## src/hw/card_regs_pkg.sv

```systemverilog
package card_regs_pkg;

	// Printed offsets are not multiples of four: kept as indices, byte address = 4 * index
	localparam logic [7:0] CARD_CONTROL_IDX = 8'h91;
	localparam logic [7:0] DEVICE_CONTROL_IDX = 8'h92;
	localparam logic [7:0] IRQ_STATUS_IDX = 8'h94;
	localparam logic [7:0] IRQ_MASK_IDX = 8'h95;
	localparam logic [7:0] INPUT_STATUS_IDX = 8'h96;

	localparam logic [7:0] CARD_CONTROL_RST = 8'h00;
	localparam logic [7:0] DEVICE_CONTROL_RST = 8'h66;
	localparam logic [7:0] DEVICE_CONTROL_RO_MASK = 8'h10;

	localparam int CC_RING_BIT = 7;
	localparam int CC_AUDIO_BIT = 2;
	localparam int CC_SPEAKER_BIT = 1;
	localparam int CC_FLAG_BIT = 0;
	localparam int DC_HOLD_BIT = 7;
	localparam int DC_LOWV_BIT = 6;
	localparam int DC_DIAG_BIT = 5;
	localparam int DC_MODE_LSB = 1;

	localparam int IRQ_CARD_BIT = 0;

	localparam logic [1:0] HTRANS_NONSEQ = 2'b10;
	localparam logic [1:0] HTRANS_SEQ = 2'b11;

	typedef enum logic [1:0] {
		MODE_PARALLEL = 2'b00,
		MODE_RESERVED = 2'b01,
		MODE_SERIRQ_PAR = 2'b10,
		MODE_SERIAL_ALL = 2'b11
	} int_mode_t;

	typedef struct packed {
		logic sel;
		logic write;
		logic [7:0] index;
	} bus_req_t;

endpackage

```

## src/hw/card_device_control_regs.sv

```systemverilog
// Decided for this implementation: the AHB-Lite interface to the registers.
`timescale 1ns/1ns
// Notes on behaviour
// Ring-indicate output enabled only while card control bit 7 is one.
// Software keeps reserved card control bits 6..3 unchanged when writing.
// Card audio routes to PWM pin when bit 2 is zero; unrouted when one.
// Speaker pass-through drives output only while card control bit 1 is set.
// Card functional interrupt sets card control bit 0.
// Card flag clears only on write of one; zero leaves it.
// Marked bits reset only by the global reset pin.
// Device control bit 7 blocks socket power-down requests while in D3.
// Device control bit 6 forces reported low-voltage capability, default one.
// Device control bit 5 is read/write diagnostic, reset value one.
// Device control bit 4 reads zero; writes ignored.
// Software writes only zero to device control bit 3.
// Device control bits 2:1 select interrupt signaling mode, default 11.
// Software writes only zero to device control bit 0.
// Reserved read/write bits return last written value or reset value.
module card_device_control_regs
	import card_regs_pkg::*;
(
	// Bus clock and resets
	input wire logic hclk,
	input wire logic hresetn,
	input wire logic global_reset_n,
	// AHB-Lite slave
	input wire logic hsel,
	input wire logic [31:0] haddr,
	input wire logic [1:0] htrans,
	input wire logic hwrite,
	input wire logic [2:0] hsize,
	input wire logic [31:0] hwdata,
	input wire logic hready,
	output logic [31:0] hrdata,
	output logic hreadyout,
	output logic hresp,
	// Card side pins
	input wire logic card_func_irq,
	input wire logic card_speaker_in,
	input wire logic card_audio_in,
	input wire logic ring_indicate_in,
	output logic ring_indicate_output,
	output logic speaker_output_pin,
	output logic speaker_output_oe,
	output logic card_audio_pwm_output,
	// Power control
	input wire logic in_d3,
	input wire logic socket_power_down_req,
	output logic socket_power_down,
	// Configuration outputs
	output logic low_voltage_socket_force,
	output logic legacy_io_diag_bit,
	output int_mode_t interrupt_signaling_select,
	output logic irq
);

	logic [1:0] irq_s1_r, irq_s2_r, spk_s1_r, spk_s2_r, aud_s1_r, aud_s2_r;
	logic irq_seen_r, irq_seen_nxt;
	logic irq_edge;
	bus_req_t req_r, req_nxt;
	logic [7:0] card_control_r, card_control_nxt;
	logic [7:0] device_control_r, device_control_nxt;
	logic [7:0] irq_status_r, irq_status_nxt;
	logic [7:0] irq_mask_r, irq_mask_nxt;
	logic [31:0] hrdata_nxt;
	logic ri_r, spk_r, spk_oe_r, aud_r, pd_r, irq_r;
	logic [7:0] wdata;
	logic do_write;

	// Card pin inputs pass two flops; first stage read only by second
	always_ff @(posedge hclk or negedge hresetn) begin
		if (!hresetn) begin
			irq_s1_r <= 2'h0;
			irq_s2_r <= 2'h0;
			spk_s1_r <= 2'h0;
			spk_s2_r <= 2'h0;
			aud_s1_r <= 2'h0;
			aud_s2_r <= 2'h0;
		end else begin
			irq_s1_r <= {ring_indicate_in, card_func_irq};
			irq_s2_r <= irq_s1_r;
			spk_s1_r <= {1'b0, card_speaker_in};
			spk_s2_r <= spk_s1_r;
			aud_s1_r <= {1'b0, card_audio_in};
			aud_s2_r <= aud_s1_r;
		end
	end

	always_comb begin
		irq_seen_nxt = irq_s2_r[0];
	end

	// rising edge of card interrupt
	assign irq_edge = irq_s2_r[0] && !irq_seen_r;

	always_comb begin
		req_nxt = req_r;
		if (hready) begin
			req_nxt.sel = hsel && (htrans == HTRANS_NONSEQ || htrans == HTRANS_SEQ);
			req_nxt.write = hwrite;
			req_nxt.index = haddr[9:2];
		end
	end

	assign do_write = req_r.sel && req_r.write;
	assign wdata = hwdata[7:0];

	always_comb begin
		card_control_nxt = card_control_r;
		device_control_nxt = device_control_r;
		irq_status_nxt = irq_status_r;
		irq_mask_nxt = irq_mask_r;
		if (do_write) begin
			case (req_r.index)
				CARD_CONTROL_IDX: begin
					// reserved bits 6..3 store what is written
					card_control_nxt[7:1] = wdata[7:1];
					// write one clears flag, zero keeps it
					if (wdata[CC_FLAG_BIT])
						card_control_nxt[CC_FLAG_BIT] = 1'b0;
				end
				DEVICE_CONTROL_IDX: begin
					// bit 4 held at zero
					device_control_nxt = wdata & ~DEVICE_CONTROL_RO_MASK;
				end
				IRQ_STATUS_IDX: begin
					irq_status_nxt = irq_status_r & ~wdata;
				end
				IRQ_MASK_IDX: begin
					irq_mask_nxt = wdata;
				end
				default: begin
				end
			endcase
		end
		// set wins over a same-cycle clear
		if (irq_edge) begin
			card_control_nxt[CC_FLAG_BIT] = 1'b1;
			irq_status_nxt[IRQ_CARD_BIT] = 1'b1;
		end
	end

	always_comb begin
		hrdata_nxt = 32'h0;
		if (req_nxt.sel && !req_nxt.write) begin
			case (req_nxt.index)
				CARD_CONTROL_IDX: hrdata_nxt[7:0] = card_control_nxt;
				DEVICE_CONTROL_IDX: hrdata_nxt[7:0] = device_control_nxt;
				IRQ_STATUS_IDX: hrdata_nxt[7:0] = irq_status_nxt;
				IRQ_MASK_IDX: hrdata_nxt[7:0] = irq_mask_nxt;
				INPUT_STATUS_IDX: hrdata_nxt[7:0] = {6'h0, irq_s2_r};
				default: hrdata_nxt = 32'h0;
			endcase
		end else begin
			hrdata_nxt = hrdata;
		end
	end

	// card and device control loaded with reset values only by the global reset pin
	always_ff @(posedge hclk or negedge global_reset_n) begin
		if (!global_reset_n) begin
			card_control_r <= CARD_CONTROL_RST;
			device_control_r <= DEVICE_CONTROL_RST;
		end else begin
			card_control_r <= card_control_nxt;
			device_control_r <= device_control_nxt;
		end
	end

	always_ff @(posedge hclk or negedge hresetn) begin
		if (!hresetn) begin
			req_r <= '0;
			irq_seen_r <= 1'b0;
			irq_status_r <= 8'h0;
			irq_mask_r <= 8'h0;
			hrdata <= 32'h0;
		end else begin
			req_r <= req_nxt;
			irq_seen_r <= irq_seen_nxt;
			irq_status_r <= irq_status_nxt;
			irq_mask_r <= irq_mask_nxt;
			hrdata <= hrdata_nxt;
		end
	end

	// Zero-wait slave, always OKAY
	assign hreadyout = 1'b1;
	assign hresp = 1'b0;

	always_ff @(posedge hclk or negedge hresetn) begin
		if (!hresetn) begin
			ri_r <= 1'b0;
			spk_r <= 1'b0;
			spk_oe_r <= 1'b0;
			aud_r <= 1'b0;
			pd_r <= 1'b0;
			irq_r <= 1'b0;
		end else begin
			// ring output gated by enable
			ri_r <= card_control_r[CC_RING_BIT] && irq_s2_r[1];
			// speaker driven only when enabled
			spk_oe_r <= card_control_r[CC_SPEAKER_BIT];
			spk_r <= card_control_r[CC_SPEAKER_BIT] && spk_s2_r[0];
			// audio to PWM pin only when bit is zero
			aud_r <= !card_control_r[CC_AUDIO_BIT] && aud_s2_r[0];
			// power hold blocks power-down in D3
			pd_r <= socket_power_down_req && !(in_d3 && device_control_r[DC_HOLD_BIT]);
			irq_r <= |(irq_status_nxt & irq_mask_r);
		end
	end

	assign ring_indicate_output = ri_r;
	assign speaker_output_pin = spk_r;
	assign speaker_output_oe = spk_oe_r;
	assign card_audio_pwm_output = aud_r;
	assign socket_power_down = pd_r;
	assign irq = irq_r;
	// low-voltage force from register
	assign low_voltage_socket_force = device_control_r[DC_LOWV_BIT];
	// diagnostic bit from register
	assign legacy_io_diag_bit = device_control_r[DC_DIAG_BIT];
	// mode field drives signaling select
	assign interrupt_signaling_select = int_mode_t'(device_control_r[DC_MODE_LSB +: 2]);

	// Checks skip the cycles where either reset is low
	flag_set_a: assert property (@(posedge hclk)
		disable iff (!hresetn || !global_reset_n)
		irq_edge |=> card_control_r[CC_FLAG_BIT])
		else $error("card flag not set");
	flag_hold_a: assert property (@(posedge hclk)
		disable iff (!hresetn || !global_reset_n)
		card_control_r[CC_FLAG_BIT] && !(do_write && req_r.index == CARD_CONTROL_IDX)
		|=> card_control_r[CC_FLAG_BIT])
		else $error("card flag lost");
	flag_clear_a: assert property (@(posedge hclk)
		disable iff (!hresetn || !global_reset_n)
		do_write && req_r.index == CARD_CONTROL_IDX && wdata[CC_FLAG_BIT] && !irq_edge
		|=> !card_control_r[CC_FLAG_BIT])
		else $error("card flag not cleared");
	irq_level_a: assert property (@(posedge hclk)
		disable iff (!hresetn || !global_reset_n)
		irq_status_r[IRQ_CARD_BIT] && irq_mask_r[IRQ_CARD_BIT]
		&& !(do_write && req_r.index == IRQ_STATUS_IDX) |=> irq)
		else $error("card interrupt not raised");

	ring_gate_a: assert property (@(posedge hclk)
		disable iff (!hresetn || !global_reset_n)
		!card_control_r[CC_RING_BIT] |=> !ring_indicate_output)
		else $error("ring out while disabled");
	ring_pass_a: assert property (@(posedge hclk)
		disable iff (!hresetn || !global_reset_n)
		card_control_r[CC_RING_BIT] && irq_s2_r[1] |=> ring_indicate_output)
		else $error("ring not passed while enabled");

	// Output flops clear on bus reset, so the cycle after release is skipped
	spk_drive_a: assert property (@(posedge hclk)
		disable iff (!hresetn || !global_reset_n)
		hresetn && $past(hresetn)
		|-> speaker_output_oe == $past(card_control_r[CC_SPEAKER_BIT]))
		else $error("speaker enable mismatch");
	spk_pass_a: assert property (@(posedge hclk)
		disable iff (!hresetn || !global_reset_n)
		card_control_r[CC_SPEAKER_BIT] && spk_s2_r[0] |=> speaker_output_pin)
		else $error("speaker not passed while enabled");
	spk_quiet_a: assert property (@(posedge hclk)
		disable iff (!hresetn || !global_reset_n)
		!speaker_output_oe |-> !speaker_output_pin)
		else $error("speaker data while not driving");
	audio_route_a: assert property (@(posedge hclk)
		disable iff (!hresetn || !global_reset_n)
		$past(card_control_r[CC_AUDIO_BIT]) |-> !card_audio_pwm_output)
		else $error("audio routed while off");
	audio_pass_a: assert property (@(posedge hclk)
		disable iff (!hresetn || !global_reset_n)
		!card_control_r[CC_AUDIO_BIT] && aud_s2_r[0] |=> card_audio_pwm_output)
		else $error("audio not routed while on");

	power_hold_a: assert property (@(posedge hclk)
		disable iff (!hresetn || !global_reset_n)
		in_d3 && device_control_r[DC_HOLD_BIT] |=> !socket_power_down)
		else $error("socket powered down in D3");
	power_pass_a: assert property (@(posedge hclk)
		disable iff (!hresetn || !global_reset_n)
		hresetn && socket_power_down_req && !in_d3 |=> socket_power_down)
		else $error("power-down request dropped");

	bit4_zero_a: assert property (@(posedge hclk)
		disable iff (!hresetn || !global_reset_n)
		(device_control_r & DEVICE_CONTROL_RO_MASK) == 8'h00)
		else $error("device bit 4 not zero");
	mode_out_a: assert property (@(posedge hclk)
		disable iff (!hresetn || !global_reset_n)
		do_write && req_r.index == DEVICE_CONTROL_IDX
		|=> interrupt_signaling_select == int_mode_t'($past(wdata[DC_MODE_LSB +: 2])))
		else $error("mode not written");
	dc_store_a: assert property (@(posedge hclk)
		disable iff (!hresetn || !global_reset_n)
		do_write && req_r.index == DEVICE_CONTROL_IDX
		|=> device_control_r[7:5] == $past(wdata[7:5])
		&& device_control_r[3:0] == $past(wdata[3:0]))
		else $error("device control not stored");
	keep_rsvd_a: assert property (@(posedge hclk)
		disable iff (!hresetn || !global_reset_n)
		do_write && req_r.index == CARD_CONTROL_IDX
		|=> card_control_r[6:3] == $past(wdata[6:3]))
		else $error("reserved bits not kept");
	read_cc_a: assert property (@(posedge hclk)
		disable iff (!hresetn || !global_reset_n)
		req_r.sel && !req_r.write && req_r.index == CARD_CONTROL_IDX
		|-> hrdata[7:0] == card_control_r)
		else $error("card control read mismatch");
	read_dc_a: assert property (@(posedge hclk)
		disable iff (!hresetn || !global_reset_n)
		req_r.sel && !req_r.write && req_r.index == DEVICE_CONTROL_IDX
		|-> hrdata[7:0] == device_control_r)
		else $error("device control read mismatch");

	flag_cov: cover property (@(posedge hclk) irq_edge ##1 irq);
	clear_cov: cover property (@(posedge hclk)
		do_write && req_r.index == CARD_CONTROL_IDX && wdata[CC_FLAG_BIT]);
	hold_cov: cover property (@(posedge hclk)
		in_d3 && socket_power_down_req && device_control_r[DC_HOLD_BIT]);
	speaker_cov: cover property (@(posedge hclk) speaker_output_oe && speaker_output_pin);
	collide_cov: cover property (@(posedge hclk)
		irq_edge && do_write && req_r.index == CARD_CONTROL_IDX && wdata[CC_FLAG_BIT]);

endmodule

```

## config.mk

```make
export PLATFORM = sky130hd
export DESIGN_NAME = card_device_control_regs
export DESIGN_NICKNAME = d
export VERILOG_FILES = /design/src/hw/card_regs_pkg.sv /design/src/hw/card_device_control_regs.sv
export SDC_FILE = /design/constraint.sdc
export NUM_CORES = 1
export LEC_CHECK = 0
export BUFFER_PORTS_ARGS = -buffer_cell sky130_fd_sc_hd__buf_2
export CAP_MARGIN = 10
export CORE_MARGIN = 8
export CORE_UTILIZATION = 45
export DETAILED_ROUTE_END_ITERATION = 6
export GPL_ROUTABILITY_DRIVEN = 0
export PLACE_DENSITY_LB_ADDON = 0.08
export SLEW_MARGIN = 5
export SYNTH_ARGS = -nofsm -noshare
export SYNTH_HDL_FRONTEND = slang
export SYNTH_SLANG_ARGS = --single-unit
```

## constraint.sdc

```tcl
create_clock -name hclk -period 3.7 [get_ports hclk]
set_input_delay 0.925 -clock hclk [delete_from_list [all_inputs] [get_ports hclk]]
set_output_delay 0.925 -clock hclk [all_outputs]
set_load 0.01 [all_outputs]
```

==> out/results.ini <==
[global_routing]
grt-ovfl-total = 0
first_global_vias = 2167
antenna_found_initial = 0
grt_max_degree = 50
grtUsageTotal_pct = 14.97
grt_pass1_wl_mm = 11.14

[die]
num_rows = 30
die_w_um = 98.20
die_area_mm2 = 0.009642
die_h_um = 98.20
io-pin-count = 125
coreArea_mm2 = 0.006681
start_util_pct = 45.51

[detailed_routing]
ant_nets = 0
finalWirelength_mm = 6.748
wl_per_cell_um = 17.57
drc = 0
vias = 1983
vias_per_cell = 5.164
drt_iter0_markers = 65
dr.pass1.iters = 4

[timing]
fin_tns_setup_ns = 0
rsz0062_at_grt = no
layout_worst_path_cycle_share_pct = 73.77
slew_headroom_pct = 58.02
setup_ws_ns = 0.9704
fin_crit_ns = 2.730
worst_pin_slew_ns = 0.6297
maxSlewViolCount = 0
hold_violations = 0
setup_violations = 0
skew_ns = 0.008263
fmax_mhz = 366.4

[cells_and_area]
area_growth_syn_to_layout_pct = 12.92
nFillCells = 634
diodes = 0
fin_util_pct = 51.39
drive_gt1_share_pct = 29.61
fin_nets = 380
final_cells = 384

[pwr]
clock_power_share_pct = 38.2
fin_total_pwr_mw = 1.456
switching_share_pct = 25.95
power.internal_mw = 1.078
ir_worst_vdd_v = 0.0001834
p_comb_share_pct = 9.0
p_leak_nw = 1.625
power_density_mw_per_mm2 = 424.1
switchingPower_uw = 377.8
p_seq_share_pct = 52.8

[clock_network]
clk_pin_slew_worst_paths_ns = 0.07
ctsHoldBuffers = 0
cts_made_buffers = 9
cts-root-buf = clkbuf_8
cts_htree_levels = 3
cts_setup_buffers = 0
cts_tree = yes
clkSinkCount = 65
cts_resized = 0
clk_path_buf_depth = 2
clk_latency_ns = 0.34

[run_status]
outcome = finished, final reports clean

[setup_path]
critPathBufInv = 1
cp_slowest_cell = or3b_1
cp-end-kind = flop
worstPathArrival_ns = 2.99
path_max_fanout = 21
critical_path_class = primary input to flop
worst_ep_required_time_ns = 3.96
path_cells = buf_2 > nor3b_1 > a2bb2oi_2 > or3b_1 > and3_4 > a31o_4 > o21ai_1
startpoint = hready
crit_family = simple AND/OR/NAND/NOR gates
critical_path.max_stage_delay_ns = 0.54
worstReg2RegStart = req_r[6]
cp-start-kind = primary input

[worst_hold_path]
min_from = aud_s1_r[0]
hp-class = flop to flop

[place]
portBuffers = 46
pre_cts_ws_ns = 0.6195
place.detailed.hpwl_mm = 4.657
dp.cells = 368

[logic_synthesis]
synth_cell_types = 50
synth_top_cell_area_share_pct = 50.21
ys_seq_area_share_pct = 53.66
synth.largest_area_cell = dfrtp_1
syn_area_mm2 = 0.003040
synth.area.top_cells = dfrtp_1 50%, buf_4 6.9%, mux2_1 5.2%
syn_avg_cell_area_um2 = 12.26
synth-edff-count = 0
async_flop_share_pct = 100.0
synth.most_common_cell = dfrtp_1
synthTopCellsByCount = 61 x dfrtp_1, 28 x buf_4, 14 x mux2_1, 12 x mux2_2, 11 x nand2_1
synth-seq-cells = 65
ys_warn_count = 0
syn_inst = 248
synth-main-ff-cell = dfrtp_1

[flow_run]
maxCapViolCount = 0

[per-layer routing]
layer	track usage, %	up-vias	wire [um]
li1	-	945	-
met1	18.32	976	3123
met2	23.45	49	3179
met3	4.339	13	309
met4	7.792	0	136
met5	0	-	0
[area by class of cell]
type | count | area [um2] | share of cell area [%]
multi-input combinational | 163 | 1216 | 35.42
timing repair buffer | 51 | 267.8 | 7.799
tap | 80 | 100.1 | 2.915
sequential | 65 | 1632 | 47.52
inverter | 9 | 33.78 | 0.9840
clock buffer | 12 | 155.1 | 4.519
clock inverter | 4 | 28.78 | 0.8382
[placed cells by master (no fill, tap or decap), types with 2 or more instances in the layout]
| cell type | n |
|---|---|
| a2111oi_0 | 6 |
| mux2_2 | 12 |
| nand4b_1 | 3 |
| clkbuf_8 | 11 |
| buf_4 | 5 |
| mux2i_1 | 5 |
| mux2_1 | 14 |
| and4b_1 | 7 |
| a22oi_1 | 2 |
| a21boi_1 | 7 |
| a211oi_1 | 2 |
| nand3_1 | 3 |
| dfrtp_1 | 61 |
| nor2b_1 | 10 |
| nand2b_1 | 2 |
| buf_2 | 46 |
| nor2_1 | 3 |
| and2b_1 | 5 |
| nor3_1 | 3 |
| nand3_2 | 2 |
| clkinvlp_4 | 2 |
| o22ai_1 | 3 |
| dfstp_2 | 4 |
| or3b_1 | 2 |
| and2_1 | 2 |
| a32o_1 | 2 |
| nor3b_1 | 3 |
| o21ai_1 | 8 |
| nand2_1 | 11 |
| conb_1 | 26 |
| inv_1 | 9 |
| nand3b_1 | 2 |
[worst register-to-register path: cells and delay by family (launching register included)]
kind	cells	cell delay, ns
AO/OA/AOI/OAI	2	0.54
multiplexers	1	0.47
AND/OR/NAND/NOR	3	0.95
flip-flops	1	0.39
[cells by family after synthesis]
| group | share of synthesized area, % |
|---|---|
| DFF | 53.66 |
| AOI/OAI and AO/OA | 10.04 |
| buffers and inverters | 9.300 |
| other | 0.2470 |
| muxes | 11.28 |
| and+or+nand+nor | 15.47 |
[metrics by stage]
| step | hold slack [ns] | area [um2] |
|---|---|---|
| 2_1_floorplan | 0.3312 | 3131 |
| 6_report | 0.3500 | 3433 |
| 3_3_place_gp | 0.3321 | 3249 |
| 3_5_place_dp | 0.3365 | 3249 |
| 4_1_cts | 0.3531 | 3433 |
| 5_1_grt | 0.3675 | 3433 |
[state kept, by name, indices dropped and copies added (netlist names)]
name and flops:
card_audio_pwm_output 1, irq_s1_r 2, aud_s1_r 1, speaker_output_oe 1, irq_mask_r 8, irq_status_r 8, device_control_r 8, spk_s1_r 1
irq 1, card_control_r 8, irq_seen_r 1, speaker_output_pin 1, hrdata 8, req_r 10, irq_s2_r 2, spk_s2_r 1
ring_indicate_output 1, socket_power_down 1, aud_s2_r 1
[power by group through the flow]
| stage | clock (mW) | combinational, mW | sequential [mW] |
|---|---|---|---|
| global route | 0.605 | 0.148 | 0.773 |
| floorplan | 0 | 0.0927 | 0.781 |
| CTS | 0.570 | 0.133 | 0.768 |
| finish | 0.556 | 0.131 | 0.768 |
| global placement | 0 | 0.132 | 0.781 |
| detailed placement | 0 | 0.133 | 0.782 |
[final timing paths]
kind / to / slack, ns / cells past startpoint
max: hrdata[3] / 0.97 / 7
min: aud_s2_r[0] / 0.35 / 0
max reg2reg: hrdata[7] / 1.24 / 6
min reg2reg: aud_s2_r[0] / 0.35 / 0
max in group asynchronous: req_r[0] / 2.59 / 2
min in group asynchronous: card_control_r[1] / 0.50 / 1
Note: power is estimated with default switching activity, not from simulation.
